[config.mk]
export PLATFORM = sky130hd
export DESIGN_NAME = panel_sync_output_timing
export DESIGN_NICKNAME = d
export VERILOG_FILES = /design/src/common/panel_timing_pkg.sv /design/src/common/pix_stream_if.sv /design/src/design/pixel_fifo.sv /design/src/design/sync_edge_gen.sv /design/src/design/panel_sync_output_timing.sv
export VERILOG_INCLUDE_DIRS = /design/src /design/src/common
export SDC_FILE = /design/constraint.sdc
export NUM_CORES = 1
export LEC_CHECK = 0
export BUFFER_PORTS_ARGS = -buffer_cell sky130_fd_sc_hd__clkbuf_2
export CORE_MARGIN = 5
export CORE_UTILIZATION = 50
export CTS_CLUSTER_DIAMETER = 50
export DETAILED_ROUTE_END_ITERATION = 8
export PLACE_DENSITY = 0.77
export REMOVE_ABC_BUFFERS = 1
export SYNTH_ARGS = -nofsm -noshare
export SYNTH_HDL_FRONTEND = slang
export SYNTH_SLANG_ARGS = --single-unit
[constraint.sdc]
create_clock -name pclk -period 5.8 [get_ports pclk]
set_clock_uncertainty 0.05 [all_clocks]
set_input_delay 0.87 -clock pclk [delete_from_list [all_inputs] [get_ports pclk]]
set_output_delay 0.87 -clock pclk [all_outputs]
set_load 0.01 [all_outputs]
[src/common/panel_timing_regs.svh]
// register offsets, field positions and reset values of the panel timing block
`ifndef PANEL_TIMING_REGS_SVH
`define PANEL_TIMING_REGS_SVH

`define PT_ADDR_W        12
`define PT_CTRL_ONE_OFS  12'h400
`define PT_CTRL_TWO_OFS  12'h404
`define PT_MODE_OFS      12'h408
`define PT_STATUS_OFS    12'h40C
`define PT_CTRL_RST      32'h00000000
`define PT_CTRL_ONE_MASK 32'h280000FF
`define PT_CTRL_TWO_MASK 32'h6C000000
`define PT_MODE_MASK     32'h00000001
`define PT_IN_POL_BIT    29
`define PT_EDGE_EN_BIT   27
`define PT_LEAD_HI       7
`define PT_LEAD_LO       5
`define PT_TRAIL_HI      4
`define PT_TRAIL_LO      0
`define PT_BYPASS_BIT    30
`define PT_DE_POL_BIT    29
`define PT_RETRACE_BIT   27
`define PT_LP_SEL_BIT    26
`define PT_MODE_BIT      0
`define PT_STAT_SYNC_BIT 8
`define PT_STAT_ACT_BIT  9
`define PT_STAT_FULL_BIT 10
`define PT_LEAD_STEP     5'h01
`define PT_CNT_MAX       5'h1F
`define PT_PIX_W         18
`define PT_FIFO_DEPTH    16

`endif

[src/common/panel_timing_pkg.sv]
// shared types of the panel timing block
package panel_timing_pkg;
    typedef logic [17:0] pixel_t;
    typedef enum logic {PANEL_TFT, PANEL_STN} panel_kind_t;
endpackage

[src/common/pix_stream_if.sv]
// pixel stream carrier between the timing core and its fifo
`timescale 1ns/1ps
interface pix_stream_if #(parameter int W = 18, parameter int LW = 5);
    logic          wr_valid;
    logic          wr_ready;
    logic [W-1:0]  wr_data;
    logic          rd_valid;
    logic          rd_ready;
    logic [W-1:0]  rd_data;
    logic [LW-1:0] level;
    modport fifo (input wr_valid, wr_data, rd_ready,
                  output wr_ready, rd_valid, rd_data, level);
    modport user (output wr_valid, wr_data, rd_ready,
                  input wr_ready, rd_valid, rd_data, level);
endinterface

[src/design/pixel_fifo.sv]
// parameterised pixel fifo with valid and ready on both sides
`timescale 1ns/1ps
module pixel_fifo #(
    parameter int W = 18,
    parameter int D = 16
) (
    input wire logic pclk,
    input wire logic presetn,
    pix_stream_if.fifo s
);
    localparam int AW = $clog2(D);
    logic [W-1:0] mem [D];
    logic [AW-1:0] wp;
    logic [AW-1:0] rp;
    logic [AW:0]   cnt;
    logic          space;
    logic          do_wr;
    logic          do_rd;

    // ready is its own flop so the top's pixel_ready leaves a register
    assign s.wr_ready = space;
    assign s.rd_valid = (cnt != '0);
    assign s.rd_data  = mem[rp];
    assign s.level    = cnt[AW:0];
    assign do_wr      = s.wr_valid & space;
    assign do_rd      = s.rd_ready & s.rd_valid;

    // storage has no reset; only pointers, count and space flag carry state
    always_ff @(posedge pclk) begin
        if (do_wr) begin
            mem[wp] <= s.wr_data;
        end
    end

    // pointers wrap naturally since depth is a power of two
    always_ff @(posedge pclk or negedge presetn) begin
        if (!presetn) begin
            wp   <= '0;
            rp   <= '0;
            cnt  <= '0;
            space <= 1'b1;
        end else begin
            if (do_wr) wp <= wp + 1'b1;
            if (do_rd) rp <= rp + 1'b1;
            cnt  <= cnt + (AW+1)'(do_wr) - (AW+1)'(do_rd);
            space <= (cnt + (AW+1)'(do_wr) - (AW+1)'(do_rd)) != (AW+1)'(D);
        end
    end
endmodule // pixel_fifo

[src/design/sync_edge_gen.sv]
// programmable line-sync pulse placer counting pixel clocks
`timescale 1ns/1ps
`include "panel_timing_regs.svh"
module sync_edge_gen (
    input  wire logic       pclk,
    input  wire logic       presetn,
    input  wire logic       pix_en,
    input  wire logic       sync_mod,
    input  wire logic       edge_en,
    input  wire logic [2:0] lead_field,
    input  wire logic [4:0] trail_field,
    output logic            line_sync_out
);
    logic       sync_d;
    logic       rise;
    logic       running;
    logic [4:0] cnt;
    logic [4:0] next_cnt;
    logic [4:0] lead_pos;

    // leading edge: zero means none, otherwise two to eight clocks
    assign lead_pos = (lead_field == 3'h0) ? 5'h00 : ({2'h0, lead_field} + `PT_LEAD_STEP);
    assign rise     = pix_en & sync_mod & ~sync_d;
    assign next_cnt = rise ? 5'h00 : ((cnt == `PT_CNT_MAX) ? cnt : cnt + 5'h01);

    // counter restarts on each modified rising edge, saturates after
    always_ff @(posedge pclk or negedge presetn) begin
        if (!presetn) begin
            sync_d  <= 1'b0;
            cnt     <= `PT_CNT_MAX;
            running <= 1'b0;
        end else if (pix_en) begin
            sync_d  <= sync_mod;
            cnt     <= next_cnt;
            if (rise) running <= 1'b1;
        end
    end

    // pulse spans lead..trail; empty or inverted window gives nothing
    always_ff @(posedge pclk or negedge presetn) begin
        if (!presetn) begin
            line_sync_out <= 1'b0;
        end else if (pix_en) begin
            if (!edge_en) begin
                line_sync_out <= (trail_field != 5'h00) & sync_mod;
            end else begin
                line_sync_out <= (running | rise) && (next_cnt >= lead_pos)
                                 && (next_cnt < trail_field);
            end
        end
    end
endmodule // sync_edge_gen

[src/design/panel_sync_output_timing.sv]
// panel output timing core with apb registers, sync placement and bypass
`timescale 1ns/1ps
`include "panel_timing_regs.svh"

// Summary of operation
// - trailing edge of output sync lands 1 to 31 pixel clocks after edge
// - edge positions count from rising edge of polarity-adjusted input sync
// - zero or negative pulse length produces no output sync pulse
// - trailing field needs enable bit; zero field and clear bit give no pulse
// - bypass routes incoming pixels and timing straight to panel pins
// - edge fields, strobe polarity and upper control bits act only in normal mode
// - display enable strobe active low when polarity bit is 0, else high
// - retrace bit 0 runs shift clock in active display only, 1 always
// - in stn panel modes the retrace bit has no effect
// - select bit 1 drives shared pin with tft line sync instead
// - input polarity 0 means idle low pulse high, 1 idle high pulse low
// - leading edge field zero means no delay, else 2 to 8 clocks
module panel_sync_output_timing #(
    parameter int PIX_W = `PT_PIX_W,
    parameter int DEPTH = `PT_FIFO_DEPTH
) (
    input  wire logic                    pclk,
    input  wire logic                    presetn,
    input  wire logic [`PT_ADDR_W-1:0]   paddr,
    input  wire logic                    psel,
    input  wire logic                    penable,
    input  wire logic                    pwrite,
    input  wire logic [31:0]             pwdata,
    output logic      [31:0]             prdata,
    output logic                         pready,
    output logic                         pslverr,
    input  wire logic                    pixel_clock,
    input  wire logic                    incoming_line_sync,
    input  wire logic                    display_active_in,
    input  wire logic [PIX_W-1:0]        pixel_data_in,
    input  wire logic                    line_pulse,
    output logic                         pixel_ready,
    output logic      [PIX_W-1:0]        panel_data,
    output logic                         panel_shift_clock,
    output logic                         display_enable_strobe,
    output logic                         line_sync_pin
);
    localparam int SW = PIX_W + 3;
    localparam int LW = $clog2(DEPTH) + 1;

    logic [31:0]      ctrl_one;
    logic [31:0]      ctrl_two;
    logic [31:0]      mode_reg;
    logic [SW-1:0]    pin_meta;
    logic [SW-1:0]    pin_sync;
    logic             pclk_d;
    logic             pix_en;
    logic             pclk_s;
    logic             sync_s;
    logic             act_s;
    logic [PIX_W-1:0] data_s;
    logic             sync_mod;
    logic             gen_sync;
    logic             shift_run;
    logic             shift_rise;
    logic             setup;
    logic             access;
    logic             hit;
    logic [31:0]      rd_mux;
    logic             bypass;
    logic             de_pol;
    logic             retrace;
    logic             lp_sel;
    logic             in_pol;
    logic             edge_en;
    panel_timing_pkg::panel_kind_t kind;

    pix_stream_if #(.W(PIX_W), .LW(LW)) fs ();

    // decoded control fields
    assign bypass  = ctrl_two[`PT_BYPASS_BIT];
    assign de_pol  = ctrl_two[`PT_DE_POL_BIT];
    assign retrace = ctrl_two[`PT_RETRACE_BIT];
    assign lp_sel  = ctrl_two[`PT_LP_SEL_BIT];
    assign in_pol  = ctrl_one[`PT_IN_POL_BIT];
    assign edge_en = ctrl_one[`PT_EDGE_EN_BIT];
    assign kind    = panel_timing_pkg::panel_kind_t'(mode_reg[`PT_MODE_BIT]);

    // apb phases
    assign setup  = psel & ~penable;
    assign access = psel & penable & pready;

    // offset match drives only the error response, for reads and writes alike
    function automatic logic mapped(input logic [`PT_ADDR_W-1:0] a);
        mapped = (a == `PT_CTRL_ONE_OFS) || (a == `PT_CTRL_TWO_OFS)
              || (a == `PT_MODE_OFS) || (a == `PT_STATUS_OFS);
    endfunction

    assign hit = mapped(paddr);

    // read mux; status word shows fifo level and live pin states
    always_comb begin
        rd_mux = 32'h00000000;
        case (paddr)
            `PT_CTRL_ONE_OFS: rd_mux = ctrl_one;
            `PT_CTRL_TWO_OFS: rd_mux = ctrl_two;
            `PT_MODE_OFS:     rd_mux = mode_reg;
            `PT_STATUS_OFS: begin
                rd_mux[LW-1:0] = fs.level;
                rd_mux[`PT_STAT_SYNC_BIT] = line_sync_pin;
                rd_mux[`PT_STAT_ACT_BIT]  = act_s;
                rd_mux[`PT_STAT_FULL_BIT] = ~fs.wr_ready;
            end
            default:          rd_mux = 32'h00000000;
        endcase
    end

    // one wait-free access phase: ready raised right after setup
    always_ff @(posedge pclk or negedge presetn) begin
        if (!presetn) begin
            pready  <= 1'b0;
            pslverr <= 1'b0;
            prdata  <= 32'h00000000;
        end else begin
            pready  <= setup;
            pslverr <= setup & ~hit;
            if (setup && !pwrite) begin
                prdata <= rd_mux;
            end
        end
    end

    // register writes take effect only at the completing edge
    always_ff @(posedge pclk or negedge presetn) begin
        if (!presetn) begin
            ctrl_one <= `PT_CTRL_RST;
            ctrl_two <= `PT_CTRL_RST;
            mode_reg <= `PT_CTRL_RST;
        end else if (access && pwrite) begin
            case (paddr)
                `PT_CTRL_ONE_OFS: ctrl_one <= pwdata & `PT_CTRL_ONE_MASK;
                `PT_CTRL_TWO_OFS: ctrl_two <= pwdata & `PT_CTRL_TWO_MASK;
                `PT_MODE_OFS:     mode_reg <= pwdata & `PT_MODE_MASK;
                default:          ;
            endcase
        end
    end

    // two-stage synchroniser for the pixel clock, line sync, display active and pixel data pins
    always_ff @(posedge pclk or negedge presetn) begin
        if (!presetn) begin
            pin_meta <= '0;
            pin_sync <= '0;
        end else begin
            pin_meta <= {pixel_clock, incoming_line_sync, display_active_in, pixel_data_in};
            pin_sync <= pin_meta;
        end
    end

    assign pclk_s = pin_sync[SW-1];
    assign sync_s = pin_sync[SW-2];
    assign act_s  = pin_sync[SW-3];
    assign data_s = pin_sync[PIX_W-1:0];

    // pixel clock edge becomes a one-cycle enable; needs pclk well above it
    always_ff @(posedge pclk or negedge presetn) begin
        if (!presetn) begin
            pclk_d <= 1'b0;
        end else begin
            pclk_d <= pclk_s;
        end
    end

    assign pix_en   = pclk_s & ~pclk_d;
    assign sync_mod = sync_s ^ in_pol;

    sync_edge_gen u_edge (
        .pclk          (pclk),
        .presetn       (presetn),
        .pix_en        (pix_en),
        .sync_mod      (sync_mod),
        .edge_en       (edge_en),
        .lead_field    (ctrl_one[`PT_LEAD_HI:`PT_LEAD_LO]),
        .trail_field   (ctrl_one[`PT_TRAIL_HI:`PT_TRAIL_LO]),
        .line_sync_out (gen_sync)
    );

    // pixels enter the fifo only in normal mode while display is active
    assign fs.wr_valid = pix_en & act_s & ~bypass;
    assign fs.wr_data  = data_s;
    assign pixel_ready = fs.wr_ready;

    pixel_fifo #(.W(PIX_W), .D(DEPTH)) u_fifo (
        .pclk    (pclk),
        .presetn (presetn),
        .s       (fs)
    );

    // stn ignores the retrace bit and clocks only active lines
    assign shift_run = (kind == panel_timing_pkg::PANEL_STN) ? act_s
                     : (retrace | act_s);
    assign shift_rise = pix_en & shift_run & ~panel_shift_clock;
    // drain stalls between shift edges, so the fifo really fills
    assign fs.rd_ready = shift_rise & ~bypass;

    // shift clock: pixel clock copy in bypass, else gated half rate
    always_ff @(posedge pclk or negedge presetn) begin
        if (!presetn) begin
            panel_shift_clock <= 1'b0;
        end else if (bypass) begin
            panel_shift_clock <= pclk_s;
        end else if (pix_en) begin
            if (shift_run) begin
                panel_shift_clock <= ~panel_shift_clock;
            end else begin
                panel_shift_clock <= 1'b0;
            end
        end
    end

    // panel data: straight pins in bypass, fifo words otherwise
    always_ff @(posedge pclk or negedge presetn) begin
        if (!presetn) begin
            panel_data <= '0;
        end else if (bypass) begin
            if (pix_en) panel_data <= data_s;
        end else if (fs.rd_ready && fs.rd_valid) begin
            panel_data <= fs.rd_data;
        end
    end

    // strobe polarity applies in normal mode only; bypass passes level
    always_ff @(posedge pclk or negedge presetn) begin
        if (!presetn) begin
            display_enable_strobe <= 1'b1;
        end else if (pix_en) begin
            if (bypass) begin
                display_enable_strobe <= act_s;
            end else begin
                display_enable_strobe <= ~(act_s ^ de_pol);
            end
        end
    end

    // shared pin: raw sync in bypass, line pulse or placed sync otherwise
    always_ff @(posedge pclk or negedge presetn) begin
        if (!presetn) begin
            line_sync_pin <= 1'b0;
        end else if (bypass) begin
            line_sync_pin <= sync_s;
        end else if (lp_sel) begin
            line_sync_pin <= gen_sync;
        end else begin
            line_sync_pin <= line_pulse;
        end
    end
endmodule // panel_sync_output_timing

---- Word-level counts from Yosys, hierarchy flattened ----
Memory sizes are Yosys's and may differ from the RTL's.
Cells that the tools add are included.
operators by class
  bitwise logic cells ..................... 27
  muxes and demuxes ....................... 20
  reduce and logical (&&, ||, !) cells .... 19
  add/subtract/negate cells ............... 6
  $lt $le $gt $ge ......................... 2
  eq/ne operators ......................... 7
operators with widths
  kind                                             count
  2-to-1 mux 18 bit                                3
  == test 12 x 11 -> 1 bit, second input constant  4
  case mux 20 bit (2 select lines)                 1
  AND 1 bit                                        15
  2-to-1 mux 5 bit                                 3
  case mux 5 bit (3 select lines)                  1
  2-to-1 mux 1 bit                                 10
  AND reduction 2 bit                              5
  nonzero test 5 bit                               2
  adder 4 x 1 -> 4 bit, second input constant      2
  NOT 1 bit                                        8
  2-to-1 mux 3 bit                                 2
  adder 5 x 1 -> 5 bit                             1
  adder 5 x 1 -> 5 bit, second input constant      1
  == test 5 bit, second input constant             1
  >= comparator 5 bit                              1
  logical AND 1 bit                                5
  less-than comparator 5 bit                       1
  inequality test 5 bit, second input constant     1
  subtractor 5 x 1 -> 5 bit                        1
  adder 3 x 1 -> 4 bit, second input constant      1
  nonzero test 2 bit                               2
  zero test 3 bit                                  1
  logical OR 1 bit                                 3
  other kinds (4)                                  6
word-level totals
  memory bits (writable) .................. 288
  logic and storage cells ................. 103
  memories ................................ 1
  output and inout bits ................... 56
  bits in registers ....................... 135
  input port bits ......................... 71
memory list
  name        words  width  rd ports  clocked after Yosys merged registers in  write ports  line              text
  u_fifo.mem  16     18     1         0                                        1            pixel_fifo.sv:12  logic [W-1:0] mem [D];

---- Logic depth before layout (Yosys ltp) ----
Gate-level depths: netlist of the first run.
  depth in word-level cells ............... 9
  depth in mapped cells ................... 14

---- Modules after synthesis ----
From an unflattened synthesis of the first run, not the netlist that was laid out.
second synthesis, totals
  cell total of the unflattened synthesis .. 841
  area total of the unflattened synthesis .. 16007.9 sq um
by module, submodules not included
  module                    times used  seq. area each (sq um)  cells each  area each (sq um)
  pixel_fifo                1           8999.9                  520         11627.4
  panel_sync_output_timing  1           2403.6                  247         3651.0
  sync_edge_gen             1           206.4                   74          729.4

---- Worst setup path after synthesis of the first run ----
Ideal clock, no wire load.
  path type ............................... register to register
  start ................................... register u_fifo.cnt[3] (netlist: u_fifo.s.level[3])
  end ..................................... register u_fifo.space (netlist: u_fifo.s.wr_ready)
  required time ........................... 5.664 ns
  setup slack ............................. 2.848 ns
  cell stages (with the launch flop) ...... 15
  buffers on the path ..................... 0
  period minus slack after synthesis ...... 2.952 ns
  arrival time ............................ 2.816 ns
  cells stage by stage .................... dfrtp_1 -> inv_1 -> ha_1 -> or4b_2 -> o211ai_1 -> nor3_1 -> ha_1 -> inv_1 -> ha_1 -> fa_1 -> a21oi_1 -> nor2_1 -> nor2_1 -> xnor2_1 -> nand3b_1
on the way
  word-level cells in the longest chain between the ends .. 4
  elaborated cells on any way between the ends .. 5
  those cells by class .................... 2 x add/sub; 1 x eq/ne; 1 x bitwise; 1 x reduce/logical
RTL lines
  element                    line              text
  start: declaration         pixel_fifo.sv:15  logic [AW:0] cnt;
  start signal: assignment   pixel_fifo.sv:45  cnt <= cnt + (AW+1)'(do_wr) - (AW+1)'(do_rd);
  nonzero test 5 bit         pixel_fifo.sv:22  assign s.rd_valid = (cnt != '0);
  AND 1 bit                  pixel_fifo.sv:26  assign do_rd = s.rd_ready & s.rd_valid;
  net u_fifo.do_rd           pixel_fifo.sv:18  logic do_rd;
  subtractor 5 x 1 -> 5 bit  pixel_fifo.sv:46  space <= (cnt + (AW+1)'(do_wr) - (AW+1)'(do_rd)) != (AW+1)'(D);
  inequality test 5 bit      pixel_fifo.sv:46
  end signal: assignment     pixel_fifo.sv:46
  end: declaration           pixel_fifo.sv:16  logic space;
The timed path passes the listed nets, and every way through them passes these cells.
A chain may end at the register's enable or synchronous reset.

---- Worst setup path after layout of the first run ----
  start ................................... register u_fifo.cnt[2] (netlist: u_fifo.s.level[2])
  end ..................................... register u_fifo.space (netlist: u_fifo.s.wr_ready)
The elaborated chain is that of the path after synthesis.

==> results of run 1 <==
-- cell usage after synthesis (2+ instances only) --
master / count
a211o_1: 17
a21o_1: 3
a21oi_1: 7
a221oi_1: 2
a22oi_1: 21
a31oi_1: 19
and2_1: 17
and3_1: 2
and3b_1: 2
buf_1: 3
buf_2: 6
buf_4: 21
clkbuf_1: 29
dfrtp_1: 111
dfstp_2: 7
edfxtp_1: 288
ha_1: 22
inv_1: 19
mux2_2: 50
mux2i_1: 42
mux4_2: 38
nand2_1: 57
nand2b_1: 8
nand3_1: 11
nand4_1: 4
nor2_1: 35
nor2b_1: 5
nor3_1: 4
nor3b_1: 2
nor4_1: 2
o211ai_1: 5
o21ai_0: 16
o221ai_1: 14
o22ai_1: 17
o31ai_1: 3
or2_2: 2
xnor2_1: 9
xor2_1: 6
-- kinds of logic (layout without fill, tap and decap cells) --
logic type	Yosys count	after routing	synth area share (%)
compound gates	129	129	5.70
xor+xnor	15	15	0.822
fa+ha+maj	23	23	1.85
buf+inv	79	200	2.44
flops	406	406	72.7
mux	130	130	11.5
other cells	1	17	0.0235
simple gates	159	159	4.98
-- worst max-delay path, cell delays in order (launching register included) --
cell,delay [ns]
dfrtp_1,0.40
inv_1,0.09
ha_1,0.15
or4b_2,0.60
o211ai_1,0.20
nor3_1,0.19
ha_1,0.38
inv_1,0.04
ha_1,0.21
fa_1,0.44
a21oi_1,0.16
nor2_1,0.05
nor2_1,0.11
xnor2_1,0.15
nand3b_1,0.09
-- worst paths after layout --
| path | slack [ns] | cells after the start | startpoint | to |
|---|---|---|---|---|
| hold / removal | 0.30 | 0 | pin_meta[19] | pin_sync[19] |
| setup / recovery | 2.42 | 14 | u_fifo.s.level[2] | u_fifo.s.wr_ready |
| min in group asynchronous | 0.32 | 1 | presetn | pin_meta[6] |
| setup reg to reg | 2.42 | 14 | u_fifo.s.level[2] | u_fifo.s.wr_ready |
| max in group asynchronous | 4.43 | 2 | presetn | pin_meta[13] |
| hold reg to reg | 0.30 | 0 | pin_meta[19] | pin_sync[19] |
-- layout make-up --
class | instances | area [um2] | share of cell area (%)
timing repair buffer | 100 | 534 | 2.95
multi-input combinational | 473 | 4050 | 22.3
tap | 402 | 503 | 2.77
sequential | 406 | 11600 | 64.0
inverter | 19 | 71.3 | 0.393
clock buffer | 56 | 1160 | 6.37
clock inverter | 25 | 209 | 1.15
-- per-stage QoR --
| step | total power (uW) | cell area, um2 | setup WS [ns] | utilization [%] |
|---|---|---|---|---|
| floorplan | 3410 | 15700 | 0.914 | - |
| global placement | 3510 | 16800 | 2.47 | 53.2 |
| detailed placement | 3520 | 16800 | 2.41 | 53.2 |
| CTS | 6140 | 18100 | 2.40 | 57.5 |
| global route | 6300 | 18100 | 2.19 | 57.5 |
| finish | 6090 | 18100 | 2.42 | 57.5 |
-- report_power, final --
group | internal [uW] | switching (uW) | total (uW)
Clock | 1510 | 1110 | 2620
Sequential | 3170 | 58.3 | 3230
Combinational | 98.5 | 136 | 234
Total | 4780 | 1300 | 6090
-- metal layers --
metal / vias to the layer above / global-route usage, % / wire, um
li1: 3808 / - / -
met1: 4358 / 25.8 / 13700
met2: 296 / 30.3 / 16200
met3: 46 / 3.15 / 2040
met4: 0 / 4.74 / 611
met5: - / 0 / 0
==> reports/results.tsv, run 1 <==
metric	value	unit
rows	65	
arrival	3.79	ns
final_cell_mix	edfxtp_1 (288), dfrtp_1 (109), clkbuf_2 (88)	
synthDistinctLibCells	54	
routed_wl	32500	um
clk_latency	0.54	ns
max_freq	296	MHz
core_area	31600	um2
fp.dieH	189	um
n_antenna_cell	0	
hpwl	18700	um
via_per_inst	5.74	
ios	127	
avgSynthCellArea	17.0	um2
fillers	2323	
netlist_instances	942	
drtPass1Iterations	7	
grt_first_pass_wirelength	51000	um
drv_slew	0	
gp_congestion	0.808	
antenna_found_initial	0	
regMostFlops	u_fifo.mem	
status	completed	
crit_required	6.21	ns
fin_nets	1138	
tns	0	ns
wl_per_cell	22.0	um
tritoncts	built	
clk_pin_slew	0.06	ns
slew-limit-headroom	18.4	%
end_kind	register	
htree_levels	2	
hold_buffers	0	
synth_warnings	0	
max_slew.worst_pin.slew	1.22	ns
die_area	35600	um2
final-setup-viol-count	0	
postRouteAntennaNets	0	
cts_setup_buffers	0	
layout_commonest_cell	edfxtp_1	
port_buffers	89	
layout-drive-gt1-share	24.8	%
leakage	0.00656	uW
placed_cells	1400	
synth_area_leaders	edfxtp_1 (54%), dfrtp_1 (17%), mux4_2 (5.4%)	
whs	0.296	ns
cts_buffers	44	
grt-ovfl-total	0	
min_period	3.38	ns
start_util	50.6	%
cts_max_path_buffers	3	
largest_reg_flops	288	
p_per_area	335	nW/um2
cts_resized	0	
cts_sinks	406	
finalCritPeriodShare	58.3	%
grt_start_max_net_pins	85	
critPathLaunchType	register	
hold_path_class	reg2reg	
netlist.area_leader.share	54.1	%
yosysSeqAreaShare	72.7	%
rsz0062_at_grt	false	
finalHoldViolCount	0	
ys_ff_latch	406	
netlist_area	16000	um2
die_x	189	um
synth_top_cell_by_area	edfxtp_1	
drc	0	
root_buffer	clkbuf_16	
grt_usage	18.4	%
drtIter0Drc	650	
fin_cells	1481	
grt_pass1_vias	8812	
async_reset_ff_share	29.1	%
crit_type	reg2reg	
cp_max_fo	5	
synth-edff-count	288	
via_count	8508	
top_regs	u_fifo.mem x288, pin_meta x21, pin_sync x21	
peakVddDrop	0.000204	V
cap_violations	0	
synth_ff_type	edfxtp_1	
syn_to_final_growth	13.5	%
Note: power is estimated with default switching activity, not from simulation.
==> run 2, diff against run 1 <==
--- a/config.mk
+++ b/config.mk
@@ -11,7 +11,7 @@
 export CORE_UTILIZATION = 50
 export CTS_CLUSTER_DIAMETER = 50
 export DETAILED_ROUTE_END_ITERATION = 8
-export PLACE_DENSITY = 0.77
+export PLACE_DENSITY = 0.8
 export REMOVE_ABC_BUFFERS = 1
 export SYNTH_ARGS = -nofsm -noshare
 export SYNTH_HDL_FRONTEND = slang
==> constraint.sdc (replaced) <==
create_clock -name pclk -period 2.8 [get_ports pclk]
set_clock_uncertainty 0.05 [all_clocks]
set_input_delay 0.42 -clock pclk [delete_from_list [all_inputs] [get_ports pclk]]
set_output_delay 0.42 -clock pclk [all_outputs]
set_load 0.01 [all_outputs]
==> run 2 against run 1 <==
Net effect: critical endpoint unchanged; combinational power increased by 130%; hold slack worse by 0.22 ns; global-route usage increased by 1.4 points; largest cell class unchanged; first-iteration DRC count grew 11%; wire length increased by 8.3%; the run now ends with negative setup slack left; core utilization is 2.5 points higher.
==> reports/results.tsv, run 2 (synthesis gave the netlist of run 1 again) <==
metric	value	unit	change
cap_violations	0		unchanged
layout_setup_ws	-0.143	ns	-2.56 ns
wl_per_cell	22.7	um	+3.2%
peakVddDrop	0.000383	V	+88%
rsz0062_at_grt	true		
cts_buffers	41		-6.8%
largest_reg_flops	288		unchanged
grt_start_max_net_pins	52		-39%
grt-ovfl-total	0		unchanged
regMostFlops	u_fifo.mem		
ios	127		unchanged
drtPass1Iterations	5		-2
cp_max_fo	2		-3
power_switching_share	20.5	%	-0.90 points
hpwl	21000	um	+13%
postRouteAntennaNets	0		unchanged
antenna_found_initial	0		unchanged
core_area	31600	um2	unchanged
crit_family	adder cells		
arrival	3.34	ns	-0.45 ns
die_x	189	um	unchanged
drv_slew	0		unchanged
path_cells	inv_2 > ha_4 > or4b_4 > o211ai_1 > nor3_2 > ha_1 > inv_2 > ha_4 > fa_2 > buf_6 > xor2_2 > nor3_2 > nand3b_1		
layout-drive-gt1-share	29.3	%	+4.5 points
p_comb_share	4.2	%	+0.4 points
fp.dieH	189	um	unchanged
grt_usage	19.8	%	+1.4 points
via_per_inst	5.85		+1.8%
top_regs	u_fifo.mem x288, pin_meta x21, pin_sync x21		
routed_wl	35200	um	+8.3%
final_cell_mix	edfxtp_1 (288), dfrtp_1 (108), clkbuf_2 (88)		
n_antenna_cell	0		unchanged
slowest_delay	0.45	ns	-0.15 ns
leakage	0.00699	uW	+6.4%
clk_latency	0.53	ns	about the same
crit_type	reg2reg		
cts_max_path_buffers	3		unchanged
p_clk_share	43.4	%	+0.3 points
fin_nets	1214		+6.7%
violations	negative setup slack		
p_seq_share	52.4	%	-0.7 points
max_slew.worst_pin.slew	1.11	ns	-0.114 ns
final-setup-viol-count	3		+3
critPathLaunchType	register		
p_per_area	674	nW/um2	+100%
grt_first_pass_wirelength	54400	um	+6.7%
end_kind	register		
layout_commonest_cell	edfxtp_1		
crit_required	3.20	ns	-3.01 ns
syn_to_final_growth	18.6	%	
cp.buffers_inverters	3		+1
start_util	50.6	%	unchanged
status	finished, violations left		
via_count	9098		+6.9%
cts_sinks	406		unchanged
placed_cells	1450		+3.6%
finalHoldViolCount	0		unchanged
drtIter0Drc	722		+11%
fin_cells	1555		+5.0%
rows	65		unchanged
gp_congestion	0.784		-3.1%
p_total	12800	uW	+110%
drc	0		unchanged
tritoncts	built		
max_freq	340	MHz	+15%
clk_pin_slew	0.06	ns	about the same
whs	0.0801	ns	-0.216 ns
grt_pass1_vias	9442		+7.1%
die_area	35600	um2	unchanged
htree_levels	2		unchanged
port_buffers	89		unchanged
hold_path_class	in2reg		
power.internal	10200	uW	+110%
slowest_stage	or4b_4		
p_sw	2620	uW	+100%
min_period	2.94	ns	-0.440 ns
finalCritPeriodShare	105	%	+47 points
slew-limit-headroom	25.8	%	+7.4 points
root_buffer	clkbuf_16		
[run 2: metal layers]
layer / up-vias / global-route usage [%] / wire, um
met5: - / 0 / 0
met4: 0 / 6.11 / 1040
met3: 86 / 3.72 / 2450
met2: 376 / 33.9 / 17700
met1: 4670 / 25.9 / 14000
li1: 3966 / - / -
[run 2: through the flow]
stage | setup TNS [ns] | util (%) | worst slack (ns) | area (um2)
6_report | -0.227 | 60.0 | -0.143 | 18900
5_1_grt | -0.501 | 60.0 | -0.229 | 18900
3_3_place_gp | -0.355 | 54.5 | -0.214 | 17200
4_1_cts | -0.0736 | 59.9 | -0.0736 | 18900
3_5_place_dp | -0.748 | 54.5 | -0.364 | 17200
2_1_floorplan | -40.28 | - | -2.09 | 15700
[run 2: worst register-to-register path, delay by kind of cell (launching register included)]
family / cells / cell delay [ns]
AOI/OAI and AO/OA: 1 / 0.16
xor gates and xnor gates: 1 / 0.18
adders and majority gates: 4 / 0.97
and+or+nand+nor: 4 / 0.83
DFF: 1 / 0.40
buffers and inverters: 3 / 0.27
[run 2: worst paths after layout]
kind | end | cells past startpoint | slack (ns) | startpoint
min | ctrl_two[30] | 3 | 0.08 | pwdata[30]
max reg2reg | u_fifo.s.wr_ready | 13 | -0.14 | u_fifo.s.level[3]
max in group asynchronous | u_edge.cnt[2] | 3 | 1.63 | presetn
max | u_fifo.s.wr_ready | 13 | -0.14 | u_fifo.s.level[3]
min in group asynchronous | pin_meta[19] | 2 | 0.31 | presetn
min reg2reg | pin_sync[7] | 0 | 0.30 | pin_meta[7]
[run 2: timing repair]
item                                   in CTS  in global routing
hold buffers                               22                  0
endpoints found under the hold margin      56                  0
pin swaps                                   8                 11
setup buffers                               6                  1
gates resized for setup                     9                  9
setup endpoints to repair                   3                  4
[run 2: cell type report]
type	count	area (um2)
well taps	402	503
multi-input cells	473	4120
clock inverters	13	186
inverters	19	71.3
clock buffers	63	1200
flip-flops and latches	406	11600
fillers	2257	12600
repair buffers	179	1250
[run 2: power by group through the flow]
stage | registers, uW | clock network (uW) | logic [uW]
3_3_place_gp | 6800 | 0 | 469
3_5_place_dp | 6810 | 0 | 490
5_1_grt | 6710 | 5890 | 608
2_1_floorplan | 6790 | 0 | 267
6_report | 6690 | 5540 | 534
4_1_cts | 6690 | 5620 | 518
